## config.mk

```make
export PLATFORM = sky130hd
export DESIGN_NAME = crm_cable_reflectometry_monitor
export DESIGN_NICKNAME = d
export VERILOG_FILES = /design/src/hdl/crm_pkg.sv /design/src/hdl/crm_cable_reflectometry_monitor.sv
export SDC_FILE = /design/constraint.sdc
export NUM_CORES = 1
export LEC_CHECK = 0
export BUFFER_PORTS_ARGS = -buffer_cell sky130_fd_sc_hd__buf_2
export CELL_PAD_IN_SITES_DETAIL_PLACEMENT = 1
export CELL_PAD_IN_SITES_GLOBAL_PLACEMENT = 2
export CORE_ASPECT_RATIO = 1.5
export CORE_MARGIN = 4
export CORE_UTILIZATION = 35
export CTS_BUF_LIST = sky130_fd_sc_hd__clkbuf_4
export CTS_CLUSTER_SIZE = 12
export DETAILED_ROUTE_END_ITERATION = 10
export PLACE_DENSITY_LB_ADDON = 0.2
export RECOVER_POWER = 50
export SLEW_MARGIN = 5
export SYNTH_ARGS = -nofsm -noshare
export SYNTH_HDL_FRONTEND = slang
export SYNTH_SLANG_ARGS = --single-unit
```

## constraint.sdc

```tcl
create_clock -name ref_clk -period 7.1 [get_ports ref_clk]
set_input_delay 1.775 -clock ref_clk [delete_from_list [all_inputs] [get_ports ref_clk]]
set_output_delay 1.775 -clock ref_clk [all_outputs]
set_load 0.02 [all_outputs]
```

## src/hdl/crm_pkg.sv

```systemverilog
// Package for the cable reflectometry monitor: map, fields, types
// Overview of operation
// - Capture extreme sample and threshold crossing
// - Record first-seen times in 8ns steps
// - Timer starts at pulse launch
// - Window limits which samples count
// - Bit 15 takes over both line drivers
// - Bit 11 launches pulse and starts monitor
// - Bit 14 picks slow or fast driver
// - Bits 10:8 set width, zero sends none
// - Zero width still runs full measurement
// - Fast pulses 8ns steps, alternating polarity
// - Bit 13 picks pulse pair, default transmit
// - Bit 12 picks sampled pair, default transmit
// - Bit 7 picks maximum or minimum search
// - Window start high byte, stop low byte
// - Window resets to start 0, stop 255
// - Window counted in 8ns samples, 2048ns
// - Peak at 18h, threshold result at 19h
// - Control 16h, window 17h on page 2
package crm_pkg;
   localparam logic [4:0]  ADDR_PAGE_SELECT = 5'h13;
   localparam logic [4:0]  ADDR_CONTROL     = 5'h16;
   localparam logic [4:0]  ADDR_WINDOW      = 5'h17;
   localparam logic [4:0]  ADDR_PEAK        = 5'h18;
   localparam logic [4:0]  ADDR_THRESH      = 5'h19;
   localparam logic [15:0] DIAG_PAGE        = 16'h0002;
   localparam int          BIT_ENABLE       = 15;
   localparam int          BIT_FAST         = 14;
   localparam int          BIT_TX_PAIR      = 13;
   localparam int          BIT_RX_PAIR      = 12;
   localparam int          BIT_SEND         = 11;
   localparam int          BIT_MIN_MODE     = 7;
   localparam int          WIDTH_LSB        = 8;
   localparam logic [15:0] CONTROL_RESET    = 16'h0000;
   localparam logic [15:0] WINDOW_RESET     = 16'h00ff;
   localparam logic [7:0]  THRESH_RESET     = 8'h00;
   localparam logic [7:0]  NO_TIME          = 8'hff;
   localparam logic [7:0]  MAX_SEED         = 8'h80;
   localparam logic [7:0]  MIN_SEED         = 8'h7f;
   localparam logic [7:0]  LAST_SAMPLE      = 8'hff;
   localparam int          SAMPLE_NS        = 8;

   typedef enum logic [1:0] {
      CRM_IDLE = 2'b00,
      CRM_RUN  = 2'b01
   } crm_state_t;

   typedef struct packed {
      logic [4:0]  addr;
      logic        wr;
      logic        rd;
      logic [15:0] wdata;
   } crm_reg_req_t;

   typedef struct packed {
      logic       owned;
      logic       slow_pulse;
      logic       fast_pulse;
      logic       fast_neg;
      logic       tx_pair_rx;
      logic       rx_pair_rx;
   } crm_drv_t;

   typedef struct packed {
      crm_state_t  state;
      logic [15:0] page;
      logic [15:0] control;
      logic [15:0] window;
      logic [7:0]  thresh;
      logic [7:0]  timer;
      logic [7:0]  peak_val;
      logic [7:0]  peak_time;
      logic        thr_found;
      logic [7:0]  thr_time;
      logic        neg_next;
      crm_drv_t    drv;
      logic [15:0] rdata;
   } crm_regs_t;
endpackage

```

## src/hdl/crm_cable_reflectometry_monitor.sv

```systemverilog
// Reflectometry control, pulse launch and sample monitor
`timescale 1ns/1ps
module crm_cable_reflectometry_monitor (
   input  wire logic                  ref_clk,
   input  wire logic                  rst_n,
   input  wire logic                  ce,
   input  wire crm_pkg::crm_reg_req_t reg_req,
   output logic [15:0]                reg_rdata,
   input  wire logic                  adc_valid,
   input  wire logic [7:0]            adc_sample,
   output crm_pkg::crm_drv_t          drv,
   output logic                       busy
);

   crm_pkg::crm_regs_t r;
   crm_pkg::crm_regs_t next_r;

   ////////////////////////////////////////////////////////////////////////
   // Signed compare used by peak and threshold search
   function automatic logic beyond(input logic [7:0] a, input logic [7:0] b,
                                   input logic min_mode);
      if (min_mode) begin
         beyond = $signed(a) < $signed(b);
      end else begin
         beyond = $signed(a) > $signed(b);
      end
   endfunction

   logic       on_page;
   logic       min_mode;
   logic       in_win;
   logic       last;

   always_comb begin
      on_page  = (r.page == crm_pkg::DIAG_PAGE);
      min_mode = r.control[crm_pkg::BIT_MIN_MODE];
      in_win   = (r.timer >= r.window[15:8]) &&
                 (r.timer <= r.window[7:0]);
      last     = (r.timer >= r.window[7:0]) ||
                 (r.timer == crm_pkg::LAST_SAMPLE);
   end

   ////////////////////////////////////////////////////////////////////////
   // Next state
   always_comb begin
      next_r = r;
      // Register writes
      if (reg_req.wr) begin
         if (reg_req.addr == crm_pkg::ADDR_PAGE_SELECT) begin
            next_r.page = reg_req.wdata;
         end else if (on_page) begin
            case (reg_req.addr)
               crm_pkg::ADDR_CONTROL: begin
                  next_r.control = reg_req.wdata;
                  if (r.state == crm_pkg::CRM_RUN) begin
                     next_r.control[crm_pkg::BIT_SEND] = 1'b1;
                  end
               end
               crm_pkg::ADDR_WINDOW: next_r.window = reg_req.wdata;
               crm_pkg::ADDR_THRESH: next_r.thresh = reg_req.wdata[7:0];
               default: ;
            endcase
         end
      end
      // Read answer
      if (reg_req.rd) begin
         next_r.rdata = 16'h0000;
         if (reg_req.addr == crm_pkg::ADDR_PAGE_SELECT) begin
            next_r.rdata = r.page;
         end else if (on_page) begin
            case (reg_req.addr)
               crm_pkg::ADDR_CONTROL: next_r.rdata = r.control;
               crm_pkg::ADDR_WINDOW:  next_r.rdata = r.window;
               crm_pkg::ADDR_PEAK:
                  next_r.rdata = {r.peak_time, r.peak_val};
               crm_pkg::ADDR_THRESH:
                  next_r.rdata = {r.thr_found, 7'h00, r.thr_time};
               default: next_r.rdata = 16'h0000;
            endcase
         end
      end
      // Measurement sequence
      case (r.state)
         crm_pkg::CRM_IDLE: begin
            if (next_r.control[crm_pkg::BIT_ENABLE] &&
                next_r.control[crm_pkg::BIT_SEND]) begin
               next_r.state     = crm_pkg::CRM_RUN;
               next_r.timer     = 8'h00;
               next_r.thr_found = 1'b0;
               next_r.thr_time  = crm_pkg::NO_TIME;
               next_r.peak_time = crm_pkg::NO_TIME;
               next_r.peak_val  = next_r.control[crm_pkg::BIT_MIN_MODE] ?
                                  crm_pkg::MIN_SEED : crm_pkg::MAX_SEED;
               if (next_r.control[crm_pkg::BIT_FAST] &&
                   next_r.control[crm_pkg::WIDTH_LSB +: 3] != 3'h0) begin
                  next_r.neg_next = ~r.neg_next;
               end
            end
         end
         crm_pkg::CRM_RUN: begin
            if (adc_valid) begin
               if (in_win) begin
                  if (beyond(adc_sample, r.peak_val, min_mode)) begin
                     next_r.peak_val  = adc_sample;
                     next_r.peak_time = r.timer;
                  end
                  if (!r.thr_found &&
                      beyond(adc_sample, r.thresh, min_mode)) begin
                     next_r.thr_found = 1'b1;
                     next_r.thr_time  = r.timer;
                  end
               end
               next_r.timer = r.timer + 8'h01;
               if (last) begin
                  next_r.state = crm_pkg::CRM_IDLE;
                  next_r.control[crm_pkg::BIT_SEND] = 1'b0;
               end
            end
            if (!r.control[crm_pkg::BIT_ENABLE]) begin
               next_r.state = crm_pkg::CRM_IDLE;
               next_r.control[crm_pkg::BIT_SEND] = 1'b0;
            end
         end
         default: next_r.state = crm_pkg::CRM_IDLE;
      endcase
      // Driver takeover and pulse shaping, one sample clock per width step
      next_r.drv.owned      = next_r.control[crm_pkg::BIT_ENABLE];
      next_r.drv.tx_pair_rx = next_r.control[crm_pkg::BIT_TX_PAIR];
      next_r.drv.rx_pair_rx = next_r.control[crm_pkg::BIT_RX_PAIR];
      next_r.drv.fast_neg   = next_r.neg_next;
      next_r.drv.slow_pulse = 1'b0;
      next_r.drv.fast_pulse = 1'b0;
      if (next_r.state == crm_pkg::CRM_RUN && next_r.drv.owned &&
          next_r.timer <
          {5'h00, next_r.control[crm_pkg::WIDTH_LSB +: 3]}) begin
         if (next_r.control[crm_pkg::BIT_FAST]) begin
            next_r.drv.fast_pulse = 1'b1;
         end else begin
            next_r.drv.slow_pulse = 1'b1;
         end
      end
   end

   ////////////////////////////////////////////////////////////////////////
   // State register
   always_ff @(posedge ref_clk) begin
      if (!rst_n) begin
         r           <= '0;
         r.state     <= crm_pkg::CRM_IDLE;
         r.control   <= crm_pkg::CONTROL_RESET;
         r.window    <= crm_pkg::WINDOW_RESET;
         r.thresh    <= crm_pkg::THRESH_RESET;
         r.peak_time <= crm_pkg::NO_TIME;
         r.peak_val  <= crm_pkg::MAX_SEED;
         r.thr_time  <= crm_pkg::NO_TIME;
      end else if (ce) begin
         r <= next_r;
      end
   end

   assign reg_rdata = r.rdata;
   assign drv       = r.drv;
   assign busy      = (r.state == crm_pkg::CRM_RUN);

endmodule // crm_cable_reflectometry_monitor

```

# Word-level counts from Yosys, hierarchy flattened
# Cells that the tools add are included.
# word_totals
output_inout_bits	23
memories	0
latch_bits	0
reg_bits	113
romBits	0
inputBits	35
ramBits	0
word_cells	101
# op_classes
n_reduce_logical	19
multipliers	0
n_addsub	1
shifts	0
magnitude_cmp	8
bitwise	2
mux	39
eq_ne	14
div	0
# op_table
op	count
40-bit two-way mux	3
16-bit two-way mux	5
33-bit one-hot mux with 2 select lines	1
16-bit one-hot mux with 4 select lines	1
34-bit two-way mux	1
33-bit two-way mux	1
5-bit equality test, second input constant	5
25-bit two-way mux	1
1-bit two-way mux	17
16-bit by 2-bit equality test with 1-bit output, second input constant	1
8-bit greater-or-equal comparator	2
8-bit > comparator	2
8-bit less-than comparator	2
8-bit two-way mux	2
5-bit AND reduction	3
6-bit AND reduction	2
2-bit two-way mux	5
9-bit two-way mux	1
8-bit by 1-bit adder with 8-bit output, second input constant	1
8-bit equality test, second input constant	1
8-bit <= comparator	1
8-bit by 3-bit less-than comparator with 1-bit output	1
1-bit logical AND	6
2-bit by 1-bit != test with 1-bit output, second input constant	3
other kinds (12)	15

# Depth between registers and ports, before layout
# depth
depth_word	14
mapped_depth	12
depth_no_buf	12

# Worst setup path before layout
# No wires, ideal clock.
# synth_timing
kind	input -> register
startpoint	input port reg_req[21] (netlist name)
endpoint	register r, in the netlist drv[3]
path_stages	11
arrival_ns	4.238
setup_slack_ns	2.793
cell_sequence	nand4b_1 nor3b_1 o21ai_0 nor3_1 nand2_1 a21oi_1 inv_1 ha_1 or4_1 or4b_1 o21ai_1
# synth_rtl
item	line	rtl
from (decl)	crm_cable_reflectometry_monitor.sv:7	input wire crm_pkg::crm_reg_req_t reg_req,
to (signal assigned)	crm_cable_reflectometry_monitor.sv:157	r <= next_r;
to (decl)	crm_cable_reflectometry_monitor.sv:15	crm_pkg::crm_regs_t r;

==> results.txt <==
outcome: finished with violations
failing checks: capacitance limit, slew limit
asr flop ratio synth: 0%
period utilization: 77.59%
total die area: 19940 sq um
Post-Syn Nets: 826
min Tclk post-route: 5.509 ns
pwr dens: 163.6 nW/um^2
first-pass GRT wire length: 33130 um
# port buffers: 57
placed cell count: 962
CTS Buf Count: 9
f_max: 181.5 MHz
Root Driver: clkbuf_4
hold wc startpoint: drv[3]
starting density of the core: 35.71%
final core utilization: 37.62%
sequential share of the synthesized area: 35.55%
Mapped Avg Cell Area: 8.205 sq um
CP Buf/Inv Count: 3
GRT Max-Usage Layer: met2
post-cts sizing count: 0
GRT met1 Usage: 27.74%
Levels on crit path: 5
Syn-to-layout area delta: 5.352%
Tot Pwr: 1.068 mW
top post-synthesis cells by area: dfxtp_1, ha_1, nand2_1, mux2i_1, a21oi_1
CORE AREA: 17350 sq um
maximum resistive drop on vdd: 0.00007646 V
CTS tree: yes
critical path data arrival time: 5.94 ns
WP data required: 7.53 ns
Clock Tree Buf Depth: 2
Ports: 58
CTS sink cnt: 110
slowest CP cell: clkbuf_1
YS warnings: 0
area share of the largest cell type after synthesis: 35.55%
Slew Viols, Final: 83
router iterations before antenna repair: 4
Hold Path Stages: 2
WL final: 20640 um
H-tree Lvls: 3
Setup TNS: 0 ns
met2 Usage GRT: 36.52%
Non-Filler Instances: 978
Max-Cap Viols: 1
most numerous cell in the Yosys netlist: nand2_1
CTS Hold Bufs: 0
adder-cell area share of the yosys netlist: 7.271%
worst r2r src: r[99]
antenna violations before repair: 1
startpoint types: input port
Skew-Pair Late Insertion Delay: 0.51 ns
largest net degree at the start of global routing: 83
reg-to-reg endpoint: drv[3]
Worst Hold End: drv[3]
Simple-Gate Fraction of Synth Area: 20.16%
number of distinct library cells after synthesis: 66
leakage: 2.460 nW
Hold Path Class: reg2reg
Worst-Margin Slew: 3.710 ns
die height: 170.9 um
Row Count: 59
Total GRT Usage: 21.69%
largest family of logic cells by synthesized area: compound AO/OA/AOI/OAI gates
worst-path maximum fanout: 82
DR iter-0 viols: 295
die width: 116.6 um
Syn Inst Count: 755
Final Skew: 0.01653 ns
crit end category: flip-flop
buffer count from post-CTS setup fixing: 0
Final Hold Viols: 0
layout cells sized above 1: 8.639%
mux cell area share after synthesis: 6.988%
Syn Std Cell Area: 6195 sq um
Filler cells: 2132
met3 usage: 3.574%
Nets: 831
clock-pin slew on the worst setup and hold paths: 0.17 ns
wire per inst: 21.10 um
via count: 5515
Reg2Reg Depth: 10
Post-synth EDFFs: 0
Post-DP HPWL: 15920 um
highest cell delay on the worst timing path: 2.63 ns
Setup Viol. Count Final: 0
drt drc: 0
Multi-input gate area: 3497 sq um
FF+latch count, synth: 110
Post-Synth XOR/XNOR Area: 0.5655%
top cells by count, synth: nand2_1, dfxtp_1, a21oi_1
Synth Flop Type: dfxtp_1
number of global-route vias before repair: 5777
kind of critical path: in2reg
worst rel slew slack: -147.3%
crit-path leading delay family: buffers and inverters
Synth area leader: dfxtp_1
global route total overflow: 0
RSZ-0062 raised after global routing: false
crit-path cells: buf_2, inv_2, clkbuf_1, a211oi_1, mux2i_1
GP Congestion: 0.8564
FF+latch area: 2202 sq um
Synth Area in Compound Gates: 21.39%
r2r setup slk: 3.47 ns
Via-to-Cell Ratio: 5.639
Post-DRT Antenna Nets: 0
==> report_power, final <==
| group | internal, mW | switching [mW] | total [mW] | leakage [nW] |
|---|---|---|---|---|
| combinational | 0.0300 | 0.0647 | 0.0947 | 1.49 |
| clock | 0.109 | 0.235 | 0.344 | 0.0755 |
| sequential | 0.624 | 0.00465 | 0.629 | 0.890 |
==> flip-flops by register name, summed over array words and instances (netlist names) <==
name,flops
reg_rdata,16
r,90
drv,3
min_mode,1
==> cell type report <==
| class | instances | area share [%] |
|---|---|---|
| Timing Repair Buffer | 60 | 4.103 |
| Multi-Input combinational cell | 539 | 53.59 |
| Antenna cell | 1 | 0.03834 |
| Clock inverter | 6 | 1.093 |
| Inverter | 40 | 2.320 |
| Sequential cell | 110 | 33.74 |
| Tap cell | 213 | 4.084 |
| Clock buffer | 9 | 1.035 |
==> metal layers <==
layer	part of all wire, %	routed length [um]	vias to the layer above
met1	43	8863	2667
li1	-	-	2697
met5	0	0	-
met4	3.3	688	0
met3	4.1	844	38
met2	50	10240	113
==> layout by cell type, fill, tap and decap left out, types with 3 or more instances in the layout <==
cell | synthesis | final
nand4_1 | 10 | 10
nand3_1 | 7 | 7
nand2b_1 | 5 | 5
inv_1 | 38 | 38
clkinv_4 | 0 | 3
buf_2 | 3 | 34
a22oi_1 | 39 | 39
or4_1 | 3 | 3
and2_1 | 5 | 5
o22ai_1 | 6 | 6
nor2_1 | 65 | 65
o21ai_0 | 26 | 26
a311oi_1 | 8 | 8
ha_1 | 36 | 36
and3_1 | 4 | 4
nor3b_1 | 3 | 3
nand2_1 | 117 | 117
clkbuf_4 | 0 | 9
nor4_4 | 3 | 3
xnor2_1 | 3 | 3
a21oi_1 | 66 | 66
or3_1 | 3 | 3
a211oi_1 | 26 | 26
o211ai_1 | 10 | 10
nor3_1 | 7 | 6
mux2i_1 | 41 | 41
dfxtp_1 | 110 | 110
clkbuf_1 | 36 | 26
==> cell families (layout without fill, tap and decap cells) <==
| kind of cell | Yosys count | after routing |
|---|---|---|
| other | 0 | 1 |
| and+or+nand+nor | 253 | 253 |
| DFF | 110 | 110 |
| muxes | 43 | 43 |
| xor gates and xnor gates | 4 | 4 |
| AOI/OAI and AO/OA | 203 | 203 |
| buffers and inverters | 106 | 115 |
| adders and majority gates | 36 | 36 |
==> how the worst max path moves through the flow <==
| stage | from | end |
|---|---|---|
| global placement | reg_req[21] | drv[3] |
| global route | rst_n | r[37] |
| floorplan | reg_req[21] | drv[3] |
| finish | rst_n | r[37] |
| detailed placement | reg_req[21] | drv[3] |
| CTS | reg_req[21] | drv[3] |
==> worst register-to-register path, stage by stage (launching register included) <==
cell	delay (ns)
dfxtp_1	0.39
nor4_4	0.46
nand4_1	0.29
nor4_2	0.28
o21a_1	0.61
o21ai_0	0.27
ha_1	0.35
o21ai_0	0.18
a31oi_1	0.08
or4b_1	0.55
o21ai_1	0.12
==> through the flow <==
step	hold slack [ns]	worst slack (ns)	area (sq um)
floorplan	0.4256	2.793	6195
global placement	0.4389	1.979	6430
detailed placement	0.4513	1.848	6430
CTS	0.4741	2.374	6569
global route	0.4970	1.145	6526
finish	0.4661	1.591	6526
Power figures use the tool's default switching activity.
